==> src/design/t16wm_pkg.sv <==
// Package for the 16-bit timer waveform mode and compare output block
package t16wm_pkg;

    // Register port addresses (byte wide registers)
    localparam logic [3:0] ADDR_CTRL_A    = 4'h0;
    localparam logic [3:0] ADDR_CTRL_B    = 4'h1;
    localparam logic [3:0] ADDR_CMP_A_LO  = 4'h2;
    localparam logic [3:0] ADDR_CMP_A_HI  = 4'h3;
    localparam logic [3:0] ADDR_CMP_B_LO  = 4'h4;
    localparam logic [3:0] ADDR_CMP_B_HI  = 4'h5;
    localparam logic [3:0] ADDR_CAPT_LO   = 4'h6;
    localparam logic [3:0] ADDR_CAPT_HI   = 4'h7;
    localparam logic [3:0] ADDR_STATUS    = 4'h8;
    localparam logic [3:0] ADDR_CNT_LO    = 4'h9;
    localparam logic [3:0] ADDR_CNT_HI    = 4'hA;

    // Field positions in control register A
    localparam int CTRL_A_MODE_A_POS  = 6;
    localparam int CTRL_A_MODE_B_POS  = 4;
    localparam int CTRL_A_FORCE_A_POS = 3;
    localparam int CTRL_A_FORCE_B_POS = 2;
    localparam int CTRL_A_WGM_LO_POS  = 0;
    // Field position in control register B
    localparam int CTRL_B_WGM_HI_POS  = 3;
    // Status register bits
    localparam int STAT_OVF_POS       = 0;
    localparam int STAT_CMPA_POS      = 1;
    localparam int STAT_CMPB_POS      = 2;
    localparam int STAT_CAPT_POS      = 3;
    localparam int STAT_DOWN_POS      = 4;

    // Reset values
    localparam logic [7:0]  CTRL_A_RESET  = 8'h00;
    localparam logic [7:0]  CTRL_B_RESET  = 8'h00;
    localparam logic [15:0] VALUE_RESET   = 16'h0000;

    // Count limits
    localparam logic [15:0] TOP_8BIT  = 16'h00FF;
    localparam logic [15:0] TOP_9BIT  = 16'h01FF;
    localparam logic [15:0] TOP_10BIT = 16'h03FF;
    localparam logic [15:0] COUNT_MAX = 16'hFFFF;
    localparam logic [15:0] BOTTOM    = 16'h0000;

    // Output mode encodings
    localparam logic [1:0] OMODE_OFF    = 2'h0;
    localparam logic [1:0] OMODE_TOGGLE = 2'h1;
    localparam logic [1:0] OMODE_CLEAR  = 2'h2;
    localparam logic [1:0] OMODE_SET    = 2'h3;

    // Waveform modes named for the channel A toggle; only 9 and 15 allow it
    localparam logic [3:0] WGM_PFC_CMPA  = 4'h9;
    localparam logic [3:0] WGM_PC_CMPA   = 4'hB;
    localparam logic [3:0] WGM_FAST_CAPT = 4'hE;
    localparam logic [3:0] WGM_FAST_CMPA = 4'hF;

    // Mode class decoded from the waveform mode
    typedef enum logic [2:0] {
        T16WM_NORMAL,
        T16WM_CTC,
        T16WM_FAST,
        T16WM_PHASE,
        T16WM_PFC,
        T16WM_RSVD
    } t16wm_class_type;

    typedef enum logic [1:0] {
        T16WM_TOP_FIXED,
        T16WM_TOP_CMPA,
        T16WM_TOP_CAPT
    } t16wm_topsrc_type;

    // Decoded mode bundle
    typedef struct packed {
        t16wm_class_type  cls;
        t16wm_topsrc_type src;
        logic [15:0]      fixed_top;
    } t16wm_decode_type;

    // Register port request
    typedef struct packed {
        logic [3:0] addr;
        logic [7:0] wdata;
        logic       wr;
        logic       rd;
    } t16wm_bus_type;

    // Pin side outputs of one channel
    typedef struct packed {
        logic level;
        logic override;
        logic drive_en;
    } t16wm_pin_type;

endpackage

==> src/design/t16wm_top.sv <==
// Waveform mode decode, counter and compare output control of a 16-bit timer
// Operation
// - All logic on one clock, tick enables
// - Nonzero output mode overrides pin function, except a toggle the mode does not allow
// - Pin driven only when direction is output
// - Non-PWM: off, toggle, clear, set on match
// - Fast PWM: clear/set on match, inverse at TOP
// - Fast toggle only channel A, mode 15
// - Fast clear/set: compare at TOP ignored, TOP acts
// - Dual slope: up-match and down-match opposite
// - Dual slope toggle only A, mode 9
// - Force applies match in non-PWM only
// - Force sets no flag, no clear
// - Force bits read as zero
// - Force is strobe using the mode written with it
// - Mode = two B bits over A bits
// - Phase correct TOPs, reload TOP, flag BOTTOM
// - Fast PWM TOPs, reload and flag TOP
// - Modes 8/9 reload and flag BOTTOM
// - Normal/CTC immediate reload, flag MAX
// - Dual slope counts BOTTOM to TOP back
`timescale 1ns/1ps
`default_nettype none

module t16wm_top (
    input  wire logic                      clk_sys,
    input  wire logic                      resetn,
    input  wire logic [3:0]                bus_addr,
    input  wire logic [7:0]                bus_wdata,
    input  wire logic                      bus_wr,
    input  wire logic                      bus_rd,
    output logic [7:0]                     bus_rdata,
    input  wire logic                      timer_tick_enable,
    input  wire logic                      capture_event,
    input  wire logic                      dir_out_a,
    input  wire logic                      dir_out_b,
    output t16wm_pkg::t16wm_pin_type       pin_a,
    output t16wm_pkg::t16wm_pin_type       pin_b
);
    import t16wm_pkg::*;

    // Decode a 4-bit waveform mode into class, TOP source and fixed TOP
    function automatic t16wm_decode_type decode_mode(input logic [3:0] m);
        t16wm_decode_type d;
        d.cls       = T16WM_NORMAL;
        d.src       = T16WM_TOP_FIXED;
        d.fixed_top = COUNT_MAX;
        case (m)
            4'h0: begin
                d.cls = T16WM_NORMAL;
            end
            4'h1, 4'h2, 4'h3: begin
                d.cls = T16WM_PHASE;
            end
            4'h4: begin
                d.cls = T16WM_CTC;
                d.src = T16WM_TOP_CMPA;
            end
            4'h5, 4'h6, 4'h7: begin
                d.cls = T16WM_FAST;
            end
            4'h8: begin
                d.cls = T16WM_PFC;
                d.src = T16WM_TOP_CAPT;
            end
            4'h9: begin
                d.cls = T16WM_PFC;
                d.src = T16WM_TOP_CMPA;
            end
            4'hA: begin
                d.cls = T16WM_PHASE;
                d.src = T16WM_TOP_CAPT;
            end
            4'hB: begin
                d.cls = T16WM_PHASE;
                d.src = T16WM_TOP_CMPA;
            end
            4'hC: begin
                d.cls = T16WM_CTC;
                d.src = T16WM_TOP_CAPT;
            end
            4'hE: begin
                d.cls = T16WM_FAST;
                d.src = T16WM_TOP_CAPT;
            end
            4'hF: begin
                d.cls = T16WM_FAST;
                d.src = T16WM_TOP_CMPA;
            end
            default: begin
                d.cls = T16WM_RSVD;
            end
        endcase
        // Fixed TOP chosen by the low two mode bits
        case (m[1:0])
            2'h1:    d.fixed_top = TOP_8BIT;
            2'h2:    d.fixed_top = TOP_9BIT;
            2'h3:    d.fixed_top = TOP_10BIT;
            default: d.fixed_top = COUNT_MAX;
        endcase
        return d;
    endfunction

    // Next output level for one channel on the events of this tick
    function automatic logic wave_next(
        input logic            cur,
        input logic [1:0]      omode,
        input logic            tog_ok,
        input t16wm_class_type cls,
        input logic            match,
        input logic            at_top,
        input logic            down,
        input logic            force_hit
    );
        logic nxt;
        nxt = cur;
        case (cls)
            T16WM_NORMAL, T16WM_CTC: begin
                if (match || force_hit) begin
                    case (omode)
                        OMODE_TOGGLE: nxt = ~cur;
                        OMODE_CLEAR:  nxt = 1'b0;
                        OMODE_SET:    nxt = 1'b1;
                        default:      nxt = cur;
                    endcase
                end
            end
            T16WM_FAST: begin
                if (omode[1] && at_top) begin
                    nxt = (omode == OMODE_CLEAR);
                end else if (omode[1] && match) begin
                    nxt = (omode == OMODE_SET);
                end else if (omode == OMODE_TOGGLE && tog_ok && match) begin
                    nxt = ~cur;
                end
            end
            T16WM_PHASE, T16WM_PFC: begin
                if (omode[1] && match) begin
                    nxt = (omode == OMODE_SET) ^ down;
                end else if (omode == OMODE_TOGGLE && tog_ok && match) begin
                    nxt = ~cur;
                end
            end
            default: nxt = cur;
        endcase
        return nxt;
    endfunction

    // PWM class test, shared by the live mode and the mode written with a force
    function automatic logic class_is_pwm(input t16wm_class_type c);
        return (c == T16WM_FAST) || (c == T16WM_PHASE) || (c == T16WM_PFC);
    endfunction

    // Registers
    logic [7:0]  ctrl_a_reg;
    logic [7:0]  ctrl_b_reg;
    logic [15:0] cmp_a_buf_reg;
    logic [15:0] cmp_b_buf_reg;
    logic [15:0] cmp_a_reg;
    logic [15:0] cmp_b_reg;
    logic [15:0] capt_reg;
    logic [15:0] count_reg;
    logic        down_reg;
    logic        ovf_reg;
    logic        cmpa_flag_reg;
    logic        cmpb_flag_reg;
    logic        capt_flag_reg;
    logic        wave_a_reg;
    logic        wave_b_reg;
    logic [7:0]  rdata_reg;
    t16wm_pin_type pin_a_reg;
    t16wm_pin_type pin_b_reg;

    // Bus request bundle and strobes
    t16wm_bus_type req;
    assign req = '{addr: bus_addr, wdata: bus_wdata, wr: bus_wr, rd: bus_rd};
    wire wr_ctrl_a = req.wr && (req.addr == ADDR_CTRL_A);
    wire wr_ctrl_b = req.wr && (req.addr == ADDR_CTRL_B);
    wire wr_st     = req.wr && (req.addr == ADDR_STATUS);

    // Mode fields
    wire [1:0] mode_a = ctrl_a_reg[CTRL_A_MODE_A_POS +: 2];
    wire [1:0] mode_b = ctrl_a_reg[CTRL_A_MODE_B_POS +: 2];
    wire [3:0] waveform_mode = {ctrl_b_reg[CTRL_B_WGM_HI_POS +: 2],
                                ctrl_a_reg[CTRL_A_WGM_LO_POS +: 2]};
    t16wm_decode_type dec;
    assign dec = decode_mode(waveform_mode);

    wire is_pwm  = class_is_pwm(dec.cls);
    wire is_dual = (dec.cls == T16WM_PHASE) || (dec.cls == T16WM_PFC);

    // TOP selection
    wire [15:0] top_val = (dec.src == T16WM_TOP_CMPA) ? cmp_a_reg :
                          (dec.src == T16WM_TOP_CAPT) ? capt_reg  : dec.fixed_top;

    // Count position events; matches and tick_top qualified by the timer tick only
    wire at_top    = (count_reg == top_val);
    wire at_bottom = (count_reg == BOTTOM);
    wire at_max    = (count_reg == COUNT_MAX);
    wire match_a   = timer_tick_enable && (count_reg == cmp_a_reg);
    wire match_b   = timer_tick_enable && (count_reg == cmp_b_reg);
    wire tick_top  = timer_tick_enable && at_top;

    // Fast PWM ignores a match sitting at TOP when the upper mode bit is set
    wire fast_mask_a = (dec.cls == T16WM_FAST) && mode_a[1] && (cmp_a_reg == top_val);
    wire fast_mask_b = (dec.cls == T16WM_FAST) && mode_b[1] && (cmp_b_reg == top_val);
    wire eff_match_a = match_a && !fast_mask_a;
    wire eff_match_b = match_b && !fast_mask_b;

    // Channel A toggle allowed in non-PWM modes and modes 9 and 15; channel B only in non-PWM modes
    wire tog_ok_a = (dec.cls == T16WM_FAST) ? (waveform_mode == WGM_FAST_CMPA) :
                    is_dual ? (waveform_mode == WGM_PFC_CMPA ||
                               waveform_mode == WGM_FAST_CAPT) : 1'b1;
    wire tog_ok_b = !is_pwm;
    wire conn_a   = (mode_a != OMODE_OFF) && (mode_a != OMODE_TOGGLE || tog_ok_a);
    wire conn_b   = (mode_b != OMODE_OFF) && (mode_b != OMODE_TOGGLE || tog_ok_b);

    // Force strobes live only during the write cycle and are judged against the value
    // written beside them, so one write can pick an output mode and fire it
    wire [3:0] force_wgm = {ctrl_b_reg[CTRL_B_WGM_HI_POS +: 2], req.wdata[CTRL_A_WGM_LO_POS +: 2]};
    t16wm_decode_type force_dec;
    assign force_dec = decode_mode(force_wgm);
    wire force_pwm = class_is_pwm(force_dec.cls);
    wire force_a = wr_ctrl_a && req.wdata[CTRL_A_FORCE_A_POS] && !force_pwm;
    wire force_b = wr_ctrl_a && req.wdata[CTRL_A_FORCE_B_POS] && !force_pwm;
    wire [1:0] omode_a = force_a ? req.wdata[CTRL_A_MODE_A_POS +: 2] : mode_a;
    wire [1:0] omode_b = force_b ? req.wdata[CTRL_A_MODE_B_POS +: 2] : mode_b;

    // Counter step: single slope wraps at TOP, dual slope turns at TOP and BOTTOM
    wire ctc_or_fast = (dec.cls == T16WM_CTC) || (dec.cls == T16WM_FAST);
    wire [15:0] count_inc = count_reg + 16'h0001;
    wire [15:0] count_dec = count_reg - 16'h0001;
    wire        turn_down = is_dual && at_top;
    wire        turn_up   = is_dual && at_bottom;
    wire        dir_down  = turn_down ? 1'b1 : (turn_up ? 1'b0 : down_reg);
    wire [15:0] count_step = is_dual ? (dir_down ? count_dec : count_inc) :
                             (ctc_or_fast && at_top) ? BOTTOM : count_inc;
    // Reaching TOP clears in CTC; a forced match never does
    wire [15:0] count_next = timer_tick_enable ? count_step : count_reg;
    wire        down_next  = timer_tick_enable ? dir_down : down_reg;

    // Compare buffer reload point per mode class
    wire reload_now = (dec.cls == T16WM_NORMAL) || (dec.cls == T16WM_CTC) ||
                      (dec.cls == T16WM_RSVD);
    wire reload_evt = reload_now ? 1'b1 :
                      (dec.cls == T16WM_PFC) ? (timer_tick_enable && at_bottom) :
                      tick_top;
    // Overflow flag point per mode class
    wire ovf_evt = timer_tick_enable && (is_dual ? at_bottom :
                   (dec.cls == T16WM_FAST) ? at_top : at_max);
    wire capt_evt = (dec.src == T16WM_TOP_CAPT) ? tick_top : capture_event;

    // Waveform next levels; fast PWM TOP action survives the masked match
    wire wave_a_next = wave_next(wave_a_reg, omode_a, tog_ok_a, dec.cls, eff_match_a,
                                 tick_top, down_reg, force_a);
    wire wave_b_next = wave_next(wave_b_reg, omode_b, tog_ok_b, dec.cls, eff_match_b,
                                 tick_top, down_reg, force_b);

    // Pin side bundles: override when connected, drive when direction is output
    t16wm_pin_type pin_a_next;
    t16wm_pin_type pin_b_next;
    assign pin_a_next = '{level: wave_a_next, override: conn_a, drive_en: conn_a && dir_out_a};
    assign pin_b_next = '{level: wave_b_next, override: conn_b, drive_en: conn_b && dir_out_b};

    // Read mux; force bits always read back as zero
    wire [7:0] ctrl_a_view = ctrl_a_reg & ~(8'h01 << CTRL_A_FORCE_A_POS) & ~(8'h01 << CTRL_A_FORCE_B_POS);
    wire [7:0] status_view = {3'h0, down_reg, capt_flag_reg, cmpb_flag_reg, cmpa_flag_reg, ovf_reg};
    logic [7:0] rd_mux;
    always_comb begin
        case (req.addr)
            ADDR_CTRL_A:   rd_mux = ctrl_a_view;
            ADDR_CTRL_B:   rd_mux = ctrl_b_reg & 8'hDF;
            ADDR_CMP_A_LO: rd_mux = cmp_a_buf_reg[7:0];
            ADDR_CMP_A_HI: rd_mux = cmp_a_buf_reg[15:8];
            ADDR_CMP_B_LO: rd_mux = cmp_b_buf_reg[7:0];
            ADDR_CMP_B_HI: rd_mux = cmp_b_buf_reg[15:8];
            ADDR_CAPT_LO:  rd_mux = capt_reg[7:0];
            ADDR_CAPT_HI:  rd_mux = capt_reg[15:8];
            ADDR_STATUS:   rd_mux = status_view;
            ADDR_CNT_LO:   rd_mux = count_reg[7:0];
            ADDR_CNT_HI:   rd_mux = count_reg[15:8];
            default:       rd_mux = 8'h00;
        endcase
    end

    // Control registers; force bits are never stored
    always_ff @(posedge clk_sys or negedge resetn) begin
        if (!resetn) begin
            ctrl_a_reg <= CTRL_A_RESET;
            ctrl_b_reg <= CTRL_B_RESET;
        end else begin
            if (wr_ctrl_a) ctrl_a_reg <= req.wdata & 8'hF3;
            if (wr_ctrl_b) ctrl_b_reg <= req.wdata & 8'hDF;
        end
    end

    // Compare buffers written by software, live copies reloaded per mode
    always_ff @(posedge clk_sys or negedge resetn) begin
        if (!resetn) begin
            cmp_a_buf_reg <= VALUE_RESET;
            cmp_b_buf_reg <= VALUE_RESET;
            capt_reg      <= VALUE_RESET;
        end else begin
            if (req.wr && req.addr == ADDR_CMP_A_LO) cmp_a_buf_reg[7:0]  <= req.wdata;
            if (req.wr && req.addr == ADDR_CMP_A_HI) cmp_a_buf_reg[15:8] <= req.wdata;
            if (req.wr && req.addr == ADDR_CMP_B_LO) cmp_b_buf_reg[7:0]  <= req.wdata;
            if (req.wr && req.addr == ADDR_CMP_B_HI) cmp_b_buf_reg[15:8] <= req.wdata;
            if (req.wr && req.addr == ADDR_CAPT_LO)  capt_reg[7:0]       <= req.wdata;
            if (req.wr && req.addr == ADDR_CAPT_HI)  capt_reg[15:8]      <= req.wdata;
            if (capture_event && dec.src != T16WM_TOP_CAPT) capt_reg <= count_reg;
        end
    end

    // Live compare values follow the buffers at the reload point
    always_ff @(posedge clk_sys or negedge resetn) begin
        if (!resetn) begin
            cmp_a_reg <= VALUE_RESET;
            cmp_b_reg <= VALUE_RESET;
        end else if (reload_evt) begin
            cmp_a_reg <= cmp_a_buf_reg;
            cmp_b_reg <= cmp_b_buf_reg;
        end
    end

    // Counter and direction
    always_ff @(posedge clk_sys or negedge resetn) begin
        if (!resetn) begin
            count_reg <= VALUE_RESET;
            down_reg  <= 1'b0;
        end else begin
            count_reg <= count_next;
            down_reg  <= down_next;
        end
    end

    // Sticky flags, write one to clear; a new event wins over the clear
    always_ff @(posedge clk_sys or negedge resetn) begin
        if (!resetn) begin
            ovf_reg       <= 1'b0;
            cmpa_flag_reg <= 1'b0;
            cmpb_flag_reg <= 1'b0;
            capt_flag_reg <= 1'b0;
        end else begin
            ovf_reg       <= ovf_evt  | (ovf_reg       & ~(wr_st & req.wdata[STAT_OVF_POS]));
            cmpa_flag_reg <= match_a  | (cmpa_flag_reg & ~(wr_st & req.wdata[STAT_CMPA_POS]));
            cmpb_flag_reg <= match_b  | (cmpb_flag_reg & ~(wr_st & req.wdata[STAT_CMPB_POS]));
            capt_flag_reg <= capt_evt | (capt_flag_reg & ~(wr_st & req.wdata[STAT_CAPT_POS]));
        end
    end

    // Waveform levels, pin bundles and read data, all registered
    always_ff @(posedge clk_sys or negedge resetn) begin
        if (!resetn) begin
            wave_a_reg <= 1'b0;
            wave_b_reg <= 1'b0;
            pin_a_reg  <= '0;
            pin_b_reg  <= '0;
            rdata_reg  <= 8'h00;
        end else begin
            wave_a_reg <= wave_a_next;
            wave_b_reg <= wave_b_next;
            pin_a_reg  <= pin_a_next;
            pin_b_reg  <= pin_b_next;
            rdata_reg  <= req.rd ? rd_mux : 8'h00;
        end
    end

    assign bus_rdata = rdata_reg;
    assign pin_a     = pin_a_reg;
    assign pin_b     = pin_b_reg;

endmodule

`default_nettype wire

==> config.mk <==
export PLATFORM = sky130hd
export DESIGN_NAME = t16wm_top
export DESIGN_NICKNAME = d
export VERILOG_FILES = /design/src/design/t16wm_pkg.sv /design/src/design/t16wm_top.sv
export SDC_FILE = /design/constraint.sdc
export NUM_CORES = 1
export LEC_CHECK = 0
export BUFFER_PORTS_ARGS = -buffer_cell sky130_fd_sc_hd__buf_2
export CAP_MARGIN = 10
export CORE_UTILIZATION = 40
export DETAILED_ROUTE_END_ITERATION = 8
export SLEW_MARGIN = 20
export SYNTH_ARGS = -nofsm -noshare
export SYNTH_HDL_FRONTEND = slang
export SYNTH_SLANG_ARGS = --single-unit
==> constraint.sdc <==
create_clock -name clk_sys -period 3.6 [get_ports clk_sys]
set_input_delay 0.18 -clock clk_sys [delete_from_list [all_inputs] [get_ports clk_sys]]
set_output_delay 0.18 -clock clk_sys [all_outputs]
set_load 0.1 [all_outputs]
# After elaboration in Yosys (flattened, before gate mapping)
# Index checks and enable logic that the tools add are counted.
[op_classes] addsub=2 eq_ne=70 n_mux=39 bitwise=20 reduce_logical=81
[op_table] cell="two-way mux 16 bit" n=6
[op_table] cell="one-hot mux 8 bit (11 select lines)" n=1
[op_table] cell="== test 16 bit" n=5
[op_table] cell="== test 4 bit, second input constant" n=17
[op_table] cell="== test 4 x 3 -> 1 bit, second input constant" n=12
[op_table] cell="one-hot mux 16 bit (3 select lines)" n=1
[op_table] cell="logical AND 1 bit" n=40
[op_table] cell="one-hot mux 3 bit (5 select lines)" n=2
[op_table] cell="== test 4 x 2 -> 1 bit, second input constant" n=6
[op_table] cell="two-way mux 8 bit" n=3
[op_table] cell="OR reduction 5 bit" n=4
[op_table] cell="two-way mux 1 bit" n=19
[op_table] cell="adder 16 x 1 -> 16 bit, second input constant" n=1
[op_table] cell="== test 16 bit, second input constant" n=1
[op_table] cell="logical NOT 16 bit" n=1
[op_table] cell="subtractor 16 x 1 -> 16 bit, second input constant" n=1
[op_table] cell="== test 2 bit, second input constant" n=7
[op_table] cell="logical OR 1 bit" n=13
[op_table] cell="== test 3 x 2 -> 1 bit, second input constant" n=4
[op_table] cell="== test 4 x 1 -> 1 bit, second input constant" n=3
[op_table] cell="logical NOT 4 bit" n=3
[op_table] cell="one-hot mux 1 bit (3 select lines)" n=4
[op_table] cell="OR reduction 2 bit" n=6
[op_table] cell="== test 3 bit, second input constant" n=3
[op_table] cell="other kinds (17)" n=49
[word_totals] register_bits=128 in_bits=20 out_inout_bits=14 wordCells=235

# Longest topological paths before layout
[logic_depth] ltp_word=16 ltp_mapped=17

# Worst setup path after synthesis
# OpenSTA, ideal clock, no wires.
[synth_timing] path_kind="register to register" from="register ctrl_a_reg[0]" to="register cmp_a_reg[10]" setup_time_ns=0.127 t_arrival_ns=3.677 t_required_ns=3.473 setup_slack_ns=-0.204 path_stages_with_launch=16 path_buffers=4 cell_sequence="dfrtp_1 > inv_1 > ha_1 > buf_2 > o21ai_4 > buf_2 > nor4_1 > a311oi_1 > xnor2_1 > o2111ai_1 > or4_1 > or3_1 > buf_2 > o22ai_4 > buf_6 > mux2_1"
[synth_via] elab_chain_len=10 word_cells_on_any_way=41
[synth_rtl] item="start: declaration" line="t16wm_top.sv:155" source="logic [7:0] ctrl_a_reg;"
[synth_rtl] item="start signal: assignment" line="t16wm_top.sv:292" source="if (wr_ctrl_a) ctrl_a_reg <= req.wdata & 8'hF3;"
[synth_rtl] item="== test 4 bit / == test 4 x 3 -> 1 bit (equally long branches)" line="t16wm_top.sv:48" source="case (m)"
[synth_rtl] item="OR reduction 4 bit (no line)"
[synth_rtl] item="one-hot mux 2 bit (2 select lines)" line="t16wm_top.sv:48"
[synth_rtl] item="== test 2 bit" line="t16wm_top.sv:194" source="(dec.src == T16WM_TOP_CAPT) ? capt_reg : dec.fixed_top;"
[synth_rtl] item="two-way mux 16 bit" line="t16wm_top.sv:194"
[synth_rtl] item="two-way mux 16 bit" line="t16wm_top.sv:193" source="wire [15:0] top_val = (dec.src == T16WM_TOP_CMPA) ? cmp_a_reg :"
[synth_rtl] item="== test 16 bit" line="t16wm_top.sv:197" source="wire at_top = (count_reg == top_val);"
[synth_rtl] item="logical AND 1 bit" line="t16wm_top.sv:202" source="wire tick_top = timer_tick_enable && at_top;"
[synth_rtl] item="two-way mux 1 bit" line="t16wm_top.sv:246" source="(dec.cls == T16WM_PFC) ? (timer_tick_enable && at_bottom) :"
[synth_rtl] item="two-way mux 1 bit (*)" line="t16wm_top.sv:245" source="wire reload_evt = reload_now ? 1'b1 :"
[synth_rtl] item="end signal: assignment" line="t16wm_top.sv:320" source="cmp_a_reg <= cmp_a_buf_reg;"
[synth_rtl] item="end: declaration" line="t16wm_top.sv:159" source="logic [15:0] cmp_a_reg;"
# Mark *: on every way between the ends. The rest lies on a longest branch, timed or not.
# A chain may end at the register's enable or synchronous reset.

# Worst setup path after layout
[layout_timing] from="register ctrl_a_reg[0]" to="register count_reg[15]"
[layout_via] elab_chain_len=11 word_cells_on_any_way=46
[layout_rtl] item="== test 4 bit / == test 4 x 3 -> 1 bit (equally long branches)" line="t16wm_top.sv:48"
[layout_rtl] item="OR reduction 4 bit (no line)"
[layout_rtl] item="one-hot mux 2 bit (2 select lines)" line="t16wm_top.sv:48"
[layout_rtl] item="== test 2 bit" line="t16wm_top.sv:194"
[layout_rtl] item="two-way mux 16 bit" line="t16wm_top.sv:194"
[layout_rtl] item="two-way mux 16 bit" line="t16wm_top.sv:193"
[layout_rtl] item="== test 16 bit" line="t16wm_top.sv:197"
[layout_rtl] item="logical AND 1 bit" line="t16wm_top.sv:233" source="wire turn_down = is_dual && at_top;"
[layout_rtl] item="two-way mux 1 bit" line="t16wm_top.sv:235" source="wire dir_down = turn_down ? 1'b1 : (turn_up ? 1'b0 : down_reg);"
[layout_rtl] item="two-way mux 16 bit" line="t16wm_top.sv:236" source="wire [15:0] count_step = is_dual ? (dir_down ? count_dec : count_inc) :"
[layout_rtl] item="two-way mux 16 bit (*)" line="t16wm_top.sv:236"
[layout_rtl] item="end signal: assignment" line="t16wm_top.sv:331" source="count_reg <= count_next;"
[layout_rtl] item="end: declaration" line="t16wm_top.sv:162" source="logic [15:0] count_reg;"
# Marks and branches as above.

==> impl_results.md <==
* Period minus WS final at 3600 ps
* Top Ports at 34
* Worst Setup End Kind: flop
* Syn Inst Count at 1045
* Ys async rst share at 1.00
* Critical Path RT at 3970 ps
* Clk root buf: clkbuf_16
* CTS tree: yes
* Port bufs at 33
* CTS max path bufs at 2
* Final antenna-violating net count at 0
* Failing checks: setup timing
* Maximum vdd drop at 347 uV
* Layout cells sized above 1 at 0.326
* Die height at 154 um
* GPL Wtd Cong at 1.04
* Final Skew at 13.4 ps
* Final Cycle Share at 1.00
* Comb power frac at 0.511
* HP Class: in2reg
* Pwr Total at 9090 uW
* Final WS setup at -3.32 ps
* Slew Limit Fails at 0
* WHS at 130 ps
* Antenna violations before repair at 0
* Drt first-iter violations at 1214
* Area grow syn2layout at 28.2%
* DRT Wirelength at 38300 um
* Finished Layout Cells at 1483
* Placed Cells at 1426
* All-Layer GR Usage at 0.326
* Clk sinks at 128
* DRC at 0
* Sequential share of power at 0.292
* Startpoint Class: flop
* Number of placement rows at 55
* Largest net degree at the start of global routing at 84
* Fraction of the yosys area taken by sequential cells at 0.345
* Arr. time, crit path at 3970 ps
* Register area at 3210 um^2
* Status: complete, but fails checks
* Peak Freq at 0.278 GHz
* Unrepaired setup endpoints after global routing: yes
* Initial core utilization at 0.408
* Via density at 6.41
* Pwr per Cell Area at 765 nW/um^2
* Die area at 23800 um^2
* Crit Path Class: reg2reg
* Syn_nets at 1073
* Number of synthesized register bits at 128
* Grt ovf at 0
* Synthesized cell area at 9270 um^2
* Primary FF master, synth: dfrtp_1
* First-pass GRT wire length at 57100 um
* Share of total power in the clock network at 0.197
* Hpwl dp at 28300 um
* Die X at 154 um
* Drt wl/cell at 25.8 um
* Sw Share at 0.465
* CTS Buf Count at 17
* Ant. Diodes at 0
* Cell internal pwr at 4870 uW
* Area of the multi-input gates at 6060 um^2
* Hold Vio Cnt, Final at 0
* Synth cell types at 97
* Final setup viols at 1
* Slew at the pin closest to its max-slew limit at 988 ps
* Filler cell count at 2132
* Rel. slew slack at 0.339
* Synth warn at 0
* DP Worst Slack at -248 ps
* Router iterations before antenna repair at 6
* Net Sw Power at 4220 uW
* Clock-pin slew on the worst setup and hold paths at 70 ps
* Vias in the first global route at 9146
* Max-cap viol count at 0
* Static Leak at 0.00486 uW
* Insertion delay to the later sink of the worst-skew pair at 440 ps
* Number of flops mapped to enable cells by yosys at 0
* Avg Inst Size Synth at 8.87 um^2
* Largest fanout on the critical path at 6
* Routed vias at 9500
* Final instance area at 11900 um^2
* Dpl cell area at 10700 um^2
* H-tree levels at 4
* Nets at 1213
* Core ar. at 22700 um^2
[cell usage after synthesis, drive strengths merged (4+ instances only)]
library cell,count,area [um^2]
inv,32,120
o21a,4,30.0
nand3,40,205
dfrtp,128,3200
clkbuf,54,204
and2,10,62.6
o2111ai,5,43.8
nor3b,8,65.1
nor4b,5,50.0
a311oi,6,58.8
a22o,7,61.3
mux2,70,788
nand4b,4,35.0
or2,9,58.8
nand2b,19,126
o21ai,53,299
nor4,17,119
o221ai,5,43.8
a32oi,10,87.6
a21o,4,30.0
a31oi,8,50.1
buf,28,171
o31ai,8,78.8
a211o,7,61.3
or4,9,67.6
o211ai,8,60.1
nand2,90,348
a21oi,60,315
ha,8,100
xnor2,28,245
a211oi,9,67.6
or3b,4,35.0
nor2b,11,76.3
nor2,71,267
a32o,5,50.1
a22oi,12,90.1
mux2i,29,290
and3,13,81.3
a221oi,5,50.0
o22ai,16,114
a2111oi,7,63.8
or3,13,81.3
nor3,24,125
nand4,15,93.8
xor2,23,201
[layer usage]
metal	routed length (um)	global-route usage	vias to the layer above
met3	2870	0.0482	146
met5	0	0	-
met4	2450	0.191	0
met2	17100	0.512	512
met1	15900	0.429	4676
li1	-	-	4166
[stage by stage]
stage | setup TNS [ps] | utilization
5_1_grt | -2700 | 0.523
2_1_floorplan | -149 | -
3_3_place_gp | -8400 | 0.470
4_1_cts | 0 | 0.508
6_report | -3.32 | 0.523
3_5_place_dp | -9490 | 0.470
[power groups by stage]
stage / logic (uW) / registers, uW / clock network, uW
finish: 4640 / 2660 / 1790
floorplan: 2710 / 2380 / 0
global placement: 4170 / 2620 / 0
detailed placement: 4200 / 2620 / 0
CTS: 4350 / 2600 / 1800
global route: 4940 / 2690 / 1850
[worst max-delay path, stage by stage (launching register included)]
cell and delay, ps:
dfrtp_2 430, buf_6 130, ha_4 160, nor2b_4 150, buf_6 140, o21ai_4 170, buf_6 160, buf_4 110
a21oi_1 70, buf_4 150, o21ai_2 140, nand3_2 100, or4_4 490, buf_6 160, or2_4 250, a211o_1 280
or3b_1 370, nand2_1 70
[layout make-up]
| cell class | instances | share of cell area |
|---|---|---|
| timing repair buffer | 202 | 0.130 |
| inverter | 33 | 0.0111 |
| clock inverter | 15 | 0.0137 |
| tap | 285 | 0.0300 |
| multi-input combinational | 803 | 0.510 |
| sequential | 128 | 0.270 |
| clock buffer | 17 | 0.0358 |
[what timing repair did]
action                                  CTS  global route
pin swaps                                13            18
resized for setup                        28            53
endpoints found under the setup margin   51            50
cloned                                    1             0
endpoints found under the hold margin    84             0
hold buffers                              3             0
setup buffers                            11            10
[worst paths after layout]
check	from	slack [ps]	cells past startpoint	end
setup / recovery	ctrl_a_reg[0]$_DFFE_PN0P_	-3	17	count_reg[15]$_DFFE_PN0P_
hold / removal	bus_wdata[5]	130	3	cmp_a_buf_reg[13]$_DFFE_PN0P_
setup reg to reg	ctrl_a_reg[0]$_DFFE_PN0P_	-3	17	count_reg[15]$_DFFE_PN0P_
hold reg to reg	cmpb_flag_reg$_DFF_PN0_	490	2	cmpb_flag_reg$_DFF_PN0_
max in group asynchronous	resetn	2450	3	cmp_b_reg[13]$_DFFE_PN0P_
min in group asynchronous	resetn	360	2	count_reg[0]$_DFFE_PN0P_
[layout by cell type, fill, tap and decap left out, types with 6 or more instances in the layout]
cell / instances
nor4_1: 11
o211ai_1: 8
nor3b_1: 7
o22ai_1: 15
o31ai_1: 6
nand3_1: 37
a21oi_2: 8
a32oi_1: 10
or3_1: 11
mux2_2: 57
a22o_1: 7
nand4_1: 15
inv_1: 29
nor2b_1: 10
xor2_1: 23
buf_6: 11
nand2_1: 87
and3_1: 12
nor3_1: 20
a22oi_1: 11
clkbuf_16: 17
inv_6: 7
nor2_1: 68
buf_4: 151
a211oi_1: 8
or2_2: 8
buf_2: 32
mux2i_1: 29
a21oi_1: 50
mux2_1: 11
a211o_1: 7
a31oi_1: 7
nand2b_1: 17
and2_1: 9
xnor2_1: 22
o21ai_0: 44
dfrtp_1: 126
[cell families after synthesis]
kind of cell	share of synthesized area
fa+ha+maj	0.0108
simple gates	0.211
flops	0.345
buf+inv	0.0538
mux	0.116
xor+xnor	0.0482
compound gates	0.215
Note: power is estimated with default switching activity, not from simulation.
